--- src/print_pkt_pkg.sv ---
/*
 * Package for the serial print packetizer: register map, field layout,
 * reset values, mode encodings, timing counts and the stream carrier.
 * Assumes a 250 MHz core clock and a 32-bit classic Wishbone bus.
 */
package print_pkt_pkg;
	// Register byte offsets
	localparam logic [7:0] CTRL_OFS     = 8'h00;
	localparam logic [7:0] ROUTE_OFS    = 8'h04;
	localparam logic [7:0] STATUS_OFS   = 8'h08;
	// Control field positions
	localparam int         MODE_LSB     = 0;
	localparam int         DRV_LSB      = 2;
	localparam int         SHARE_BIT    = 4;
	localparam int         SIZE_LSB     = 8;
	localparam int         TLIM_LSB     = 16;
	// Reset values
	localparam logic [31:0] CTRL_RST    = 32'h0002_4000;
	localparam logic [31:0] ROUTE_RST   = 32'h0000_0000;
	// Special characters and timing
	localparam logic [7:0] CR_CHAR      = 8'h0D;
	localparam int         CLK_HZ       = 250_000_000;
	localparam int         TICK_MS      = 10;
	localparam int         TICK_CYC     = CLK_HZ / 1000 * TICK_MS;
	localparam int         MAX_PKT      = 64;

	typedef enum logic [1:0] {
		MODE_OFF   = 2'h0,
		MODE_PRINT = 2'h1,
		MODE_TRANS = 2'h3
	} port_mode_e;

	typedef enum logic [1:0] {
		POINT_TO_POINT_DRIVER = 2'h0,
		CTS_DRIVER_A          = 2'h1,
		HALF_DUPLEX_DRIVER    = 2'h2,
		TWO_WIRE_DRIVER       = 2'h3
	} drv_mode_e;

	// One byte of a print packet, with its closing mark
	typedef struct packed {
		logic       last;
		logic [7:0] data;
	} pkt_byte_s;
endpackage

--- src/serial_print_packetizer.sv ---
/*
 * Serial print packetizer: print-output path (network bytes to serial),
 * transparent/share path (serial bytes to network print packets) and
 * RS-485 driver/receiver enable control. Registers over classic Wishbone.
 * Assumes a byte-level serializer outside, synchronous inputs and one clock.
 */
// Chosen here: register access over Wishbone and the placing of the registers.
// Behaviour
// - Print mode sends routed print bytes out serially
// - Point-to-point keeps transmitter on, full duplex
// - Cts_driver_a driver enable follows CTS
// - Half duplex blanks receiver while transmitting
// - Two-wire follows CTS, blanks receiver transmitting
// - Share equals transparent except RTS
// - Transparent packs serial characters into packets
// - Packets go out with current target route
// - Route writable at run time or statically
// - Carriage return closes the packet
// - Exceeding size limit closes the packet
// - Inter-character gap over limit closes packet
// - Size one sends every character alone
`timescale 1ns/10ps
`default_nettype none
module serial_print_packetizer
	import print_pkt_pkg::*;
(
	input  wire logic        I_CORE_CLK,
	input  wire logic        I_RST,
	// Wishbone slave
	input  wire logic        I_WB_CYC,
	input  wire logic        I_WB_STB,
	input  wire logic        I_WB_WE,
	input  wire logic [7:0]  I_WB_ADR,
	input  wire logic [3:0]  I_WB_SEL,
	input  wire logic [31:0] I_WB_DAT,
	output logic      [31:0] O_WB_DAT,
	output logic             O_WB_ACK,
	// Route update from a network write message
	input  wire logic        I_NET_ROUTE_WR,
	input  wire logic [31:0] I_NET_ROUTE,
	// Print bytes from the router
	input  wire logic        I_NET_VALID,
	input  wire logic [7:0]  I_NET_DATA,
	output logic             O_NET_READY,
	// Serial transmit byte stream
	output logic             O_TX_VALID,
	output logic      [7:0]  O_TX_DATA,
	input  wire logic        I_TX_READY,
	input  wire logic        I_TX_BUSY,
	// Serial receive byte stream
	input  wire logic        I_RX_VALID,
	input  wire logic [7:0]  I_RX_DATA,
	// Packets towards the router
	output logic             O_PKT_VALID,
	output pkt_byte_s        O_PKT,
	output logic      [31:0] O_PKT_ROUTE,
	input  wire logic        I_PKT_READY,
	// RS-485 control and handshake
	input  wire logic        I_CTS,
	output logic             O_TX_OE,
	output logic             O_RX_EN,
	output logic             O_RTS
);
	logic [31:0] ctrl_r;
	logic [31:0] route_r;
	logic [31:0] rdat_r;
	logic        ack_r;
	logic [7:0]  tx_data_r;
	logic        tx_valid_r;
	pkt_byte_s   pkt_r;
	logic        pkt_valid_r;
	logic [31:0] pkt_route_r;
	logic [7:0]  count_r;
	logic [7:0]  count_nxt;
	logic [31:0] tick_r;
	logic [7:0]  hund_r;
	logic        drop_r;

	// Field decode
	wire port_mode_e mode     = port_mode_e'(ctrl_r[MODE_LSB +: 2]);
	wire drv_mode_e  drv      = drv_mode_e'(ctrl_r[DRV_LSB +: 2]);
	wire logic [7:0] size_lim = ctrl_r[SIZE_LSB +: 8];
	wire logic [7:0] time_lim = ctrl_r[TLIM_LSB +: 8];
	wire logic       is_print = (mode == MODE_PRINT);
	wire logic       is_trans = (mode == MODE_TRANS);

	// Bus decode
	wire logic req     = I_WB_CYC & I_WB_STB & ~ack_r;
	wire logic wr_ctrl = req & I_WB_WE & (I_WB_ADR == CTRL_OFS);
	wire logic wr_rte  = req & I_WB_WE & (I_WB_ADR == ROUTE_OFS);
	wire logic [31:0] be_mask = {{8{I_WB_SEL[3]}}, {8{I_WB_SEL[2]}},
	                             {8{I_WB_SEL[1]}}, {8{I_WB_SEL[0]}}};
	wire logic [31:0] status = {22'h0, drop_r, pkt_valid_r, count_r};
	wire logic [31:0] rd_mux = (I_WB_ADR == CTRL_OFS)   ? ctrl_r  :
	                           (I_WB_ADR == ROUTE_OFS)  ? route_r :
	                           (I_WB_ADR == STATUS_OFS) ? status  : 32'h0;

	// One-wait-state answer; unmapped reads return zero, writes dropped
	always_ff @(posedge I_CORE_CLK) begin
		if (I_RST) begin
			ack_r  <= 1'b0;
			rdat_r <= 32'h0;
		end else begin
			ack_r  <= req;
			rdat_r <= rd_mux;
		end
	end

	// Control register with byte enables
	always_ff @(posedge I_CORE_CLK) begin
		if (I_RST)
			ctrl_r <= CTRL_RST;
		else if (wr_ctrl)
			ctrl_r <= (ctrl_r & ~be_mask) | (I_WB_DAT & be_mask);
	end

	// Target route: network write wins over static software write
	always_ff @(posedge I_CORE_CLK) begin
		if (I_RST)
			route_r <= ROUTE_RST;
		else if (I_NET_ROUTE_WR)
			route_r <= I_NET_ROUTE;
		else if (wr_rte)
			route_r <= (route_r & ~be_mask) | (I_WB_DAT & be_mask);
	end

	// Print path: one byte register between router and serializer
	wire logic tx_take = is_print & I_NET_VALID & (~tx_valid_r | I_TX_READY);
	always_ff @(posedge I_CORE_CLK) begin
		if (I_RST) begin
			tx_valid_r <= 1'b0;
			tx_data_r  <= 8'h00;
		end else if (tx_take) begin
			tx_valid_r <= 1'b1;
			tx_data_r  <= I_NET_DATA;
		end else if (I_TX_READY)
			tx_valid_r <= 1'b0;
	end

	// Transparent path closing conditions
	wire logic out_free = ~pkt_valid_r | I_PKT_READY;
	wire logic rx_take  = is_trans & I_RX_VALID & O_RX_EN;
	// Only accepted bytes count; a refused byte must not grow the packet
	wire logic rx_acc   = rx_take & out_free;
	wire logic is_cr    = (I_RX_DATA == CR_CHAR);
	// Size limit is exceeded once the count reaches it; size one closes each byte
	wire logic size_hit = (size_lim != 8'h00) & ((count_r + 8'h01) >= size_lim);
	wire logic tick     = (tick_r == (TICK_CYC - 1));
	wire logic gap_hit  = (count_r != 8'h00) & (hund_r >= time_lim) & out_free;
	wire logic close_rx = rx_acc & (is_cr | size_hit);

	assign count_nxt = close_rx ? 8'h00 :
	                   rx_acc   ? count_r + 8'h01 :
	                   gap_hit  ? 8'h00 : count_r;

	// Packet byte out; a character refused by a stalled router is counted lost
	always_ff @(posedge I_CORE_CLK) begin
		if (I_RST) begin
			pkt_valid_r <= 1'b0;
			pkt_r       <= '0;
			pkt_route_r <= 32'h0;
			count_r     <= 8'h00;
			drop_r      <= 1'b0;
		end else begin
			count_r <= count_nxt;
			if (rx_take & ~out_free)
				drop_r <= 1'b1;
			if (rx_acc) begin
				pkt_valid_r <= 1'b1;
				pkt_r       <= '{last: close_rx, data: I_RX_DATA};
				pkt_route_r <= route_r;
			end else if (gap_hit) begin
				// Zero-length closing mark ends a packet on timeout
				pkt_valid_r <= 1'b1;
				pkt_r       <= '{last: 1'b1, data: 8'h00};
			end else if (I_PKT_READY)
				pkt_valid_r <= 1'b0;
		end
	end

	// Hundredths timer, idle while empty, restarted per character
	always_ff @(posedge I_CORE_CLK) begin
		if (I_RST | rx_take | (count_r == 8'h00)) begin
			tick_r <= 32'h0;
			hund_r <= 8'h00;
		end else if (tick) begin
			tick_r <= 32'h0;
			if (hund_r != 8'hFF)
				hund_r <= hund_r + 8'h01;
		end else
			tick_r <= tick_r + 32'h1;
	end

	// Driver and receiver enables per driver mode
	wire logic sending = tx_valid_r | I_TX_BUSY;
	always_comb begin
		O_TX_OE = 1'b1;
		O_RX_EN = 1'b1;
		unique case (drv)
			POINT_TO_POINT_DRIVER: O_TX_OE = 1'b1;
			CTS_DRIVER_A:          O_TX_OE = I_CTS;
			HALF_DUPLEX_DRIVER:    O_RX_EN = ~sending;
			TWO_WIRE_DRIVER: begin
				O_TX_OE = I_CTS;
				O_RX_EN = ~sending;
			end
		endcase
	end

	// Share mode differs only in RTS: asserted while sending
	assign O_RTS       = is_trans & ctrl_r[SHARE_BIT] ? sending : is_trans;
	assign O_NET_READY = is_print & (~tx_valid_r | I_TX_READY);
	assign O_TX_VALID  = tx_valid_r;
	assign O_TX_DATA   = tx_data_r;
	assign O_PKT_VALID = pkt_valid_r;
	assign O_PKT       = pkt_r;
	assign O_PKT_ROUTE = pkt_route_r;
	assign O_WB_ACK    = ack_r;
	assign O_WB_DAT    = rdat_r;

	// Checks
	cr_closes_a: assert property (@(posedge I_CORE_CLK) disable iff (I_RST)
		rx_take & is_cr & out_free |=> pkt_valid_r & pkt_r.last & (count_r == 8'h00))
		else $error("return did not close packet");
	size_one_a: assert property (@(posedge I_CORE_CLK) disable iff (I_RST)
		rx_take & out_free & (size_lim == 8'h01) |=> pkt_r.last)
		else $error("size one byte not closed");
	size_lim_a: assert property (@(posedge I_CORE_CLK) disable iff (I_RST)
		(size_lim != 8'h00) |-> count_r < size_lim)
		else $error("packet grew past limit");
	cts_follow_a: assert property (@(posedge I_CORE_CLK) disable iff (I_RST)
		drv == CTS_DRIVER_A |-> O_TX_OE == I_CTS)
		else $error("cts_driver_a enable not following cts");
	ptp_duplex_a: assert property (@(posedge I_CORE_CLK) disable iff (I_RST)
		drv == POINT_TO_POINT_DRIVER |-> O_TX_OE & O_RX_EN)
		else $error("point to point not full duplex");
	half_echo_a: assert property (@(posedge I_CORE_CLK) disable iff (I_RST)
		drv == HALF_DUPLEX_DRIVER & sending |-> O_TX_OE & ~O_RX_EN)
		else $error("half duplex receiver open");
	two_wire_a: assert property (@(posedge I_CORE_CLK) disable iff (I_RST)
		drv == TWO_WIRE_DRIVER |-> (O_TX_OE == I_CTS) & (O_RX_EN == ~sending))
		else $error("two wire enables wrong");
	route_upd_a: assert property (@(posedge I_CORE_CLK) disable iff (I_RST)
		I_NET_ROUTE_WR |=> route_r == $past(I_NET_ROUTE))
		else $error("route not updated");
	idle_timer_a: assert property (@(posedge I_CORE_CLK) disable iff (I_RST)
		count_r == 8'h00 |=> hund_r == 8'h00)
		else $error("timer ran while empty");
	print_out_a: assert property (@(posedge I_CORE_CLK) disable iff (I_RST)
		tx_take |=> O_TX_VALID & (O_TX_DATA == $past(I_NET_DATA)))
		else $error("print byte not forwarded");

	// Packet assembly checks
	gap_close_a: assert property (@(posedge I_CORE_CLK) disable iff (I_RST)
		gap_hit & ~rx_take |=> pkt_valid_r & pkt_r.last & (count_r == 8'h00))
		else $error("gap did not close packet");
	size_close_a: assert property (@(posedge I_CORE_CLK) disable iff (I_RST)
		rx_acc & size_hit |=> pkt_r.last & (count_r == 8'h00))
		else $error("size limit did not close packet");
	new_pkt_a: assert property (@(posedge I_CORE_CLK) disable iff (I_RST)
		close_rx |=> (count_r == 8'h00) & pkt_r.last & (pkt_r.data == $past(I_RX_DATA)))
		else $error("closing byte not kept last");
	rx_data_a: assert property (@(posedge I_CORE_CLK) disable iff (I_RST)
		rx_acc |=> pkt_valid_r & (pkt_r.data == $past(I_RX_DATA)))
		else $error("received byte not packed");
	route_out_a: assert property (@(posedge I_CORE_CLK) disable iff (I_RST)
		rx_acc |=> pkt_route_r == $past(route_r))
		else $error("packet route not current");
	pkt_hold_a: assert property (@(posedge I_CORE_CLK) disable iff (I_RST)
		pkt_valid_r & ~I_PKT_READY |=> pkt_valid_r & $stable(pkt_r))
		else $error("stalled packet byte changed");
	lost_byte_a: assert property (@(posedge I_CORE_CLK) disable iff (I_RST)
		rx_take & ~out_free |=> drop_r & (count_r == $past(count_r)))
		else $error("lost byte not flagged");
	timer_restart_a: assert property (@(posedge I_CORE_CLK) disable iff (I_RST)
		rx_take |=> (hund_r == 8'h00) & (tick_r == 32'h0))
		else $error("timer not restarted");
	hund_step_a: assert property (@(posedge I_CORE_CLK) disable iff (I_RST)
		tick & ~rx_take & (count_r != 8'h00) & (hund_r != 8'hFF)
		|=> hund_r == $past(hund_r) + 8'h01)
		else $error("hundredths count missed");

	// Driver and RTS checks
	half_tx_a: assert property (@(posedge I_CORE_CLK) disable iff (I_RST)
		drv == HALF_DUPLEX_DRIVER |-> O_TX_OE & (O_RX_EN == ~sending))
		else $error("half duplex enables wrong");
	share_rts_a: assert property (@(posedge I_CORE_CLK) disable iff (I_RST)
		is_trans & ctrl_r[SHARE_BIT] |-> O_RTS == sending)
		else $error("share rts not following send");
	trans_rts_a: assert property (@(posedge I_CORE_CLK) disable iff (I_RST)
		is_trans & ~ctrl_r[SHARE_BIT] |-> O_RTS)
		else $error("transparent rts low");

	// Print path checks
	print_hold_a: assert property (@(posedge I_CORE_CLK) disable iff (I_RST)
		tx_valid_r & ~I_TX_READY |=> tx_valid_r & $stable(tx_data_r))
		else $error("print byte not held");
	print_only_a: assert property (@(posedge I_CORE_CLK) disable iff (I_RST)
		~is_print |-> ~O_NET_READY)
		else $error("print bytes taken outside print mode");
endmodule
`default_nettype wire

--- config.mk ---
export PLATFORM = sky130hd
export DESIGN_NAME = serial_print_packetizer
export DESIGN_NICKNAME = d
export VERILOG_FILES = /design/src/print_pkt_pkg.sv /design/src/serial_print_packetizer.sv
export SDC_FILE = /design/constraint.sdc
export NUM_CORES = 1
export LEC_CHECK = 0
export BUFFER_PORTS_ARGS = -buffer_cell sky130_fd_sc_hd__buf_4
export CAP_MARGIN = 20
export CELL_PAD_IN_SITES_DETAIL_PLACEMENT = 0
export CELL_PAD_IN_SITES_GLOBAL_PLACEMENT = 1
export CORE_MARGIN = 2
export CORE_UTILIZATION = 28
export DETAILED_ROUTE_END_ITERATION = 10
export GPL_ROUTABILITY_DRIVEN = 1
export PLACE_DENSITY = 0.56
export REMOVE_ABC_BUFFERS = 1
export SETUP_SLACK_MARGIN = 0.05
export SYNTH_ARGS = -nofsm -noshare
export SYNTH_HDL_FRONTEND = slang
export SYNTH_SLANG_ARGS = --single-unit
--- constraint.sdc ---
create_clock -name I_CORE_CLK -period 2.7 [get_ports I_CORE_CLK]
set_clock_uncertainty 0.05 [all_clocks]
set_input_delay 0 -clock I_CORE_CLK [delete_from_list [all_inputs] [get_ports I_CORE_CLK]]
set_output_delay 0 -clock I_CORE_CLK [all_outputs]
set_load 0.01 [all_outputs]
; ---- After elaboration in Yosys (flattened, before gate mapping)
; Cells that the tools add are included.
[op_classes]
n_mux = 17
n_lt_le_gt_ge = 2
addsub = 3
n_reduce_logical = 13
n_eq_ne = 10
n_bitwise = 34
[ops]
columns = cell, count
row1 = 32-bit 2-to-1 mux, 4
row2 = 32-bit AND, 3
row3 = 32-bit bitwise OR, 2
row4 = 32-bit by 1-bit adder with 32-bit output (second input constant), 1
row5 = 32-bit by 22-bit == test with 1-bit output (second input constant), 1
row6 = 32-bit inverter, 1
row7 = 9-bit 2-to-1 mux, 2
row8 = 1-bit AND, 17
row9 = 8-bit by 1-bit adder with 8-bit output (second input constant), 2
row10 = 8-bit by 4-bit == test with 1-bit output (second input constant), 2
row11 = 8-bit greater-or-equal comparator, 2
row12 = 8-bit zero test, 2
row13 = 8-bit 2-to-1 mux, 2
row14 = 8-bit nonzero test, 2
row15 = 10-bit 2-to-1 mux, 1
row16 = 8-bit by 3-bit == test with 1-bit output (second input constant), 1
row17 = 1-bit 2-to-1 mux, 8
row18 = 8-bit != test (second input constant), 1
row19 = 2-bit OR reduction, 4
row20 = 2-bit == test (second input constant), 3
row21 = 1-bit bitwise OR, 6
row22 = 2-bit nonzero test, 3
row23 = 1-bit inverter, 5
row24 = 2-bit by 1-bit == test with 1-bit output (second input constant), 2
row25 = other kinds (2), 2
[word_totals]
regBits = 197
wordCells = 93
input_bits = 104

; ---- Depth between registers and ports, before layout
; Gate-level depths: netlist (run 1).
[logic_depth]
depth_word = 7
mapped_depth = 10
mapped_depth_nobuf = 10

; ---- Least setup slack after synthesis (run 1)
; Ideal clock, no wire load.
[synth_timing]
path_kind = register to register
start = reg count_r[0]
end = reg count_r[2]
path_buffers = 0
stages_incl_launch_ff = 11
arrival_ns = 2.064
path_slack_ns = 0.432
path_cell_list = dfxtp_1 ha_1 nand3_1 nor2_1 xor2_1 ha_1 nand2_1 nor3_1 a21oi_1 o221ai_1 a221oi_1
[synth_between]
elab_chain_len = 6
word_cells_on_any_way = 11
[synth_lines]
columns = element, line_no
row1 = start: declaration, serial_print_packetizer.sv:73  ; logic [7:0] count_r;
row2 = start signal: assignment, serial_print_packetizer.sv:165  ; count_r <= count_nxt;
row3 = 8-bit by 1-bit adder with 8-bit output, "serial_print_packetizer.sv:147, serial_print_packetizer.sv:153"
row4 = 8-bit greater-or-equal comparator, serial_print_packetizer.sv:147  ; wire logic size_hit = (size_lim != 8'h00) & ((count_r + 8'h01) >= size_lim);
row5 = 1-bit AND, serial_print_packetizer.sv:147
row6 = 1-bit bitwise OR, serial_print_packetizer.sv:150  ; wire logic close_rx = rx_acc & (is_cr | size_hit);
row7 = 1-bit AND, serial_print_packetizer.sv:150
row8 = 2-bit OR reduction (no source line), --
; Several ways; a longest one is shown, not always the timed one.
; A chain may end at the register's enable or synchronous reset.

; ---- Worst setup path after layout (run 1)
[layout_timing]
start = reg count_r[1]
end = reg count_r[4]
; Same word-level chain as after synthesis.

==> run summary, run 1 <==
CP startpoint: count_r[1]$_SDFFE_PP0P_
Period Utilization, post-route: 90.3%
Fin cells: 1699
H-tree levels: 4
FMAX: 410 MHz
Mean Syn Cell Area: 8.76 um2
Vias in the first global route: 7923
Crit path largest cell delay: 0.41 ns
Worst EP arrival: 2.74 ns
I/O Buffers: 191
Final Util: 40.2%
Kind of critical path: flop to flop
Design area: 12300 um2
Post-synth top area share: 45.1%
Largest net degree at the start of global routing: 86
Number of synthesized flops with an enable pin: 0
Hold Crit Depth: 6
CP delay by family, top: compound AO/OA/AOI/OAI gates
Die Area: 32700 um2
Most numerous cell in the Yosys netlist: dfxtp_1
Final min period: 2.44 ns
Area of the multi-input gates: 4440 um2
Critical path depth: 9
WL final: 28.8 mm
R2R Setup Slk: 0.26 ns
Core Rows: 64
Initial DRC Count: 334
CTS tree: yes
FF/Latch Area: 3950 um2
Pre-Repair DR Iteration Count: 4
Status: finished clean
Relative slew slack: 41.6%
CP Max Fanout: 8
Final Setup Violations: 0
Crit. End Element: flop
CP max stage cell: dfxtp_1
Initial Utilization: 28.5%
Vias post-DR: 7859
Reg2reg start: count_r[1]$_SDFFE_PP0P_
Max-cap viol count: 0
Clk slew on worst S/H paths: 0.07 ns
Synth Register Bits: 197
Register area share after synthesis: 45.1%
Routed Antenna Nets: 0
Placer Congestion: 0.799
Die Wd: 181 um
Crit path launch type: flop
CP bufs+invs: 0
Slew Limit Fails: 0
GRT overflow: 0
Cells after Synth: 999
Placed inst area: 10600 um2
Synthesized area: 8750 um2
Reg2reg path depth: 9
Synth cell types: 62
Vias per Instance: 4.63
Final Hold Fails: 0
Root buffer cell: clkbuf_16
Wire length of the first global-routing pass: 45.7 mm
Net count reported at finish: 1412
Dpl hpwl: 20.3 mm
CP Capture Point: count_r[4]$_SDFFE_PP0P_
Syn. warnings: 0
Ys async rst share: 0%
Clk Latency, worst-skew pair: 0.45 ns
Yosys top cell by area: dfxtp_1
PwrDens: 488 nW/um2
Placed cells: 1557
Worst-Margin Slew: 0.875 ns
All-layer global routing usage: 17.7%
Most frequent cells after synthesis: dfxtp_1, nor2_1, nand2_1, a21oi_1, mux2i_1
# DRC: 0
Routed WL per cell: 16.9 um
CTS sink count: 197
Maximum clock insertion buffer count: 2
Core area: 30700 um2
TNS Setup: 0 ns
Fill cells: 3131
VDD IR max: 0.000421 V
Worst reg2reg path endpoint: count_r[4]$_SDFFE_PP0P_
Worst Path Required: 3.00 ns
IO Pins: 192
Share of layout cells above drive strength 1: 22.3%
CTS Buf Count: 17
Initial antenna violation count: 2
Syn-to-layout area delta: 40.9%
Die height: 181 um
Worst min path class: primary input to flop
Pleak: 4.98 nW
RSZ-0062 raised after global routing: yes
Top_reg_cell synth: dfxtp_1
Crit-path cells: nand3_1, nor3_1, xor2_1, ha_1, a21oi_1, o21ai_0, a21oi_2, o221ai_4, a221oi_1
Synth area leaders: dfxtp_1, mux2i_1, nor2_1
==> worst min-delay path by stage <==
stage	slack [ns]	from	end
after global placement	0.17	I_RX_DATA[1]	O_PKT[1]$_SDFFE_PP0P_
after CTS	0.02	I_WB_SEL[3]	flop
after floorplan	0.01	I_RST	flop
after global routing	0.04	I_WB_ADR[1]	flop
after detailed placement	0.18	I_RX_DATA[1]	O_PKT[1]$_SDFFE_PP0P_
final	0.04	I_WB_ADR[1]	flop
==> power breakdown <==
group          internal (mW)  total, mW  leakage, nW  switching (mW)
Clock                   1.34       2.54        0.268            1.21
Sequential              2.94       2.96         1.59          0.0270
Combinational          0.273      0.504         3.12           0.231
Total                   4.55       6.01         4.98            1.47
==> area by class of cell <==
type | count | share of cell area (%)
diodes | 2 | 0.0406
clock buffers | 20 | 3.70
well taps | 396 | 4.02
inverters | 37 | 1.13
clock inverters | 12 | 0.964
repair buffers | 324 | 22.1
flip-flops and latches | 197 | 32.0
multi-input cells | 711 | 36.0
==> metal layers <==
layer  track usage, %  up-vias  part of all wire (%)
met5                0        -                     0
met4             4.35        0                   1.1
met3             3.93       19                   4.7
met2             29.3      145                    47
met1             23.2     3642                    47
li1                 -     4053                     -
==> placed cells by master, fill, tap and decap left out, drive strengths merged, types with 3 or more instances in the layout <==
| master | n |
|---|---|
| clkbuf | 20 |
| nor2b | 3 |
| a221oi | 3 |
| and4 | 3 |
| clkinvlp | 5 |
| a21oi | 93 |
| nor2 | 155 |
| nand2 | 117 |
| nand2b | 8 |
| o21ai | 12 |
| a31oi | 3 |
| xor2 | 14 |
| nor4 | 10 |
| and3 | 42 |
| o32ai | 5 |
| o311ai | 3 |
| or3 | 7 |
| and2 | 4 |
| dfxtp | 197 |
| clkinv | 3 |
| buf | 226 |
| xnor2 | 16 |
| dlygate4sd3 | 98 |
| a211oi | 33 |
| nor4b | 3 |
| nand4 | 13 |
| inv | 40 |
| nor3 | 13 |
| nand3 | 25 |
| ha | 20 |
| o211ai | 3 |
| o31ai | 6 |
| mux2i | 75 |
| or4 | 3 |
==> through the flow <==
stage / setup slack, ns / power (mW) / hold WS (ns)
4_1_cts: 0.0819 / 6.10 / 0.0155
3_3_place_gp: 0.00528 / 3.42 / 0.174
5_1_grt: 0.00864 / 6.26 / 0.0358
6_report: 0.261 / 6.01 / 0.0372
2_1_floorplan: 0.0730 / 3.16 / 0.0146
3_5_place_dp: -0.00921 / 3.42 / 0.184
==> cell families (layout without fill, tap and decap cells) <==
group | Yosys count | after routing | synth area share (%)
xor+xnor | 30 | 30 | 3.00
fa+ha+maj | 20 | 20 | 2.86
buf+inv | 91 | 393 | 4.50
simple gates | 412 | 412 | 22.6
other cells | 0 | 2 | 0
compound gates | 174 | 174 | 13.4
mux | 75 | 75 | 8.58
flops | 197 | 197 | 45.1
==> tightest hold or removal path: cells and delay by family <==
family	cells	cell delay, ns
buffers and inverters	1	0.08
and+or+nand+nor	3	0.28
AOI/OAI and AO/OA	2	0.12
==> timing repair <==
| item | CTS | global route |
|---|---|---|
| pin swaps | 0 | 3 |
| cloned | 0 | 0 |
| buffers inserted | 0 | 10 |
| resized for setup | 1 | 4 |
| hold endpoints to repair | 100 | 0 |
| setup endpoints to repair | 6 | 14 |
| hold buffers | 98 | 0 |
Note: power is estimated with default switching activity, not from simulation.
==> run 2, diff against run 1 <==
--- a/config.mk
+++ b/config.mk
@@ -5,15 +5,15 @@
 export SDC_FILE = /design/constraint.sdc
 export NUM_CORES = 1
 export LEC_CHECK = 0
-export BUFFER_PORTS_ARGS = -buffer_cell sky130_fd_sc_hd__buf_4
 export CAP_MARGIN = 20
 export CELL_PAD_IN_SITES_DETAIL_PLACEMENT = 0
 export CELL_PAD_IN_SITES_GLOBAL_PLACEMENT = 1
 export CORE_MARGIN = 2
 export CORE_UTILIZATION = 28
 export DETAILED_ROUTE_END_ITERATION = 10
+export DONT_BUFFER_PORTS = 1
 export GPL_ROUTABILITY_DRIVEN = 1
-export PLACE_DENSITY = 0.56
+export PLACE_DENSITY = 0.49
 export REMOVE_ABC_BUFFERS = 1
 export SETUP_SLACK_MARGIN = 0.05
 export SYNTH_ARGS = -nofsm -noshare
==> run 2 against run 1 <==
Against the previous run: wire length down 1.8%; global-route usage decreased by 0.17 points; sequential power about the same; register-to-register slack worse by 0.04 ns; largest power group unchanged; largest cell class unchanged; maximum frequency decreased by 3.5%; via count shrank 3.2%; non-clock buffer count fell by 126.
==> run summary, run 2 (synthesized netlist as in run 1, its figures left out) <==
Fin cells: 1572 (-7.5%)
Core area: 30700 um2 (unchanged)
Crit path launch type: primary input
CTS Buf Count: 17 (unchanged)
Fill cells: 3210 (+2.5%)
Final Setup Violations: 0 (unchanged)
Kind of critical path: primary input to flop
Routed Antenna Nets: 0 (unchanged)
Vias in the first global route: 7781 (-1.8%)
Crit. End Element: flop
Final min period: 2.53 ns (+0.0872 ns)
Final Hold Fails: 0 (unchanged)
Pre-CTS setup slack: 0.159 ns (+0.168 ns)
Vias post-DR: 7608 (-3.2%)
I/O Buffers: 0 (-100%)
Vias per Instance: 4.84 (+4.6%)
Share of layout cells above drive strength 1: 8.34% (-14 points)
Worst Path Required: 3.03 ns (+0.03 ns)
Reg2reg path depth: 6 (-3)
Hold Crit Depth: 3 (-3)
Status: finished clean
Setup slack after layout: 0.173 ns (-0.0872 ns)
Commonest non-fill, non-tap cells in the layout: dfxtp_1, dlygate4sd3_1, nor2_1
Placed inst area: 9220 um2 (-13%)
Die Wd: 181 um (unchanged)
Routed WL per cell: 18.0 um (+6.2%)
Largest net degree at the start of global routing: 113 (+31%)
Placer Congestion: 0.788 (-1.4%)
Die height: 181 um (unchanged)
Worst-Margin Slew: 0.723 ns (-0.152 ns)
Slew Limit Fails: 0 (unchanged)
Root buffer cell: clkbuf_16
CTS sink count: 197 (unchanged)
RSZ-0062 raised after global routing: yes
IO Pins: 192 (unchanged)
PwrDens: 519 nW/um2 (+6.4%)
Placed cells: 1368 (-12%)
Commonest non-fill, non-tap cell in the layout: dfxtp_1
FF/Latch Area: 3950 um2 (unchanged)
H-tree levels: 4 (unchanged)
Dpl hpwl: 18.8 mm (-7.2%)
Initial antenna violation count: 3 (+1)
Initial Utilization: 28.5% (unchanged)
Final Util: 37.8% (-2.4 points)
Worst EP arrival: 2.86 ns (+0.12 ns)
Period Utilization, post-route: 93.6% (+3.2 points)
Worst min path class: primary input to flop
Clk Latency, worst-skew pair: 0.44 ns (about the same)
Net count reported at finish: 1286 (-8.9%)
FMAX: 396 MHz (-3.5%)
# DRC: 0 (unchanged)
Relative slew slack: 51.8% (+10 points)
Maximum clock insertion buffer count: 2 (unchanged)
Core Rows: 64 (unchanged)
Wire length of the first global-routing pass: 45.3 mm (-1.0%)
Design area: 11600 um2 (-5.9%)
VDD IR max: 0.000430 V (+2.1%)
Clk slew on worst S/H paths: 0.09 ns (+0.02 ns)
WL final: 28.3 mm (-1.8%)
CTS tree: yes
Worst hold margin: 0.0382 ns (+0.00100 ns)
Syn-to-layout area delta: 32.6%
All-layer global routing usage: 17.5% (-0.17 points)
Max-cap viol count: 0 (unchanged)
Die Area: 32700 um2 (unchanged)
CP Max Fanout: 22 (+14)
Pleak: 4.19 nW (-16%)
Area of the multi-input gates: 4420 um2 (-0.48%)
Pre-Repair DR Iteration Count: 4 (unchanged)
GRT overflow: 0 (unchanged)
Initial DRC Count: 399 (+19%)
## run 2: changes by cell type in the layout (fill, tap and decap cells not counted), moves of 2 or more
| cell | delta |
|---|---|
| clkinv_8 | +2 |
| dlygate4sd3_1 | +64 |
| inv_8 | +2 |
| buf_4 | -194 |
| buf_12 | +2 |
| clkbuf_8 | -2 |
| clkinvlp_4 | -5 |
| buf_16 | +2 |
| clkinv_4 | +2 |
## run 2: final timing paths
| check | startpoint | endpoint | slack [ns] |
|---|---|---|---|
| max | I_WB_ADR[6] | O_WB_DAT[21]$_SDFF_PP0_ | 0.17 |
| max reg2reg | O_WB_ACK$_SDFF_PP0_ | flop | 0.22 |
| min | I_WB_ADR[3] | O_WB_DAT[26]$_SDFF_PP0_ | 0.04 |
| min reg2reg | tick_r[0]$_SDFF_PP0_ | tick_r[0]$_SDFF_PP0_ | 0.42 |
## run 2: cell type report
cell class,count,area share [%]
multi-input cells,711,38.1
flip-flops and latches,197,34.0
repair buffers,198,17.3
well taps,396,4.27
clock buffers,18,3.70
clock inverters,14,1.40
inverters,37,1.20
diodes,1,0.0216
## run 2: per-stage QoR
stage          total power [mW]  setup TNS, ns
4_1_cts                    6.12              0
3_3_place_gp               3.21         -0.625
3_5_place_dp               3.21              0
2_1_floorplan              3.16              0
6_report                   6.02              0
5_1_grt                    6.28              0
## run 2: report_power, final
group          internal (mW)  switching, mW
registers               2.94         0.0297
logic                  0.230          0.196
clock network           1.33           1.30
total                   4.49           1.53
## run 2: what timing repair did
action                     CTS  global route
hold endpoints to repair   159             0
resized for setup            0             2
hold buffers               165             0
setup endpoints to repair    0            36
buffers inserted             0             6
## run 2: critical path, cell delays in order
cell and delay [ns]:
dlygate4sd3_1 0.57, nor4_4 0.22, dlygate4sd3_1 0.60, nand3_1 0.08
dlygate4sd3_1 0.58, buf_4 0.18, or2_1 0.20, buf_4 0.25
nor2_1 0.16
## run 2: metal layers
metal	routed length [um]	up-vias	GRT usage [%]
li1	-	3810	-
met4	240	4	3.90
met2	12900	169	27.9
met1	13500	3607	23.7
met3	1590	18	4.58
met5	22	-	0
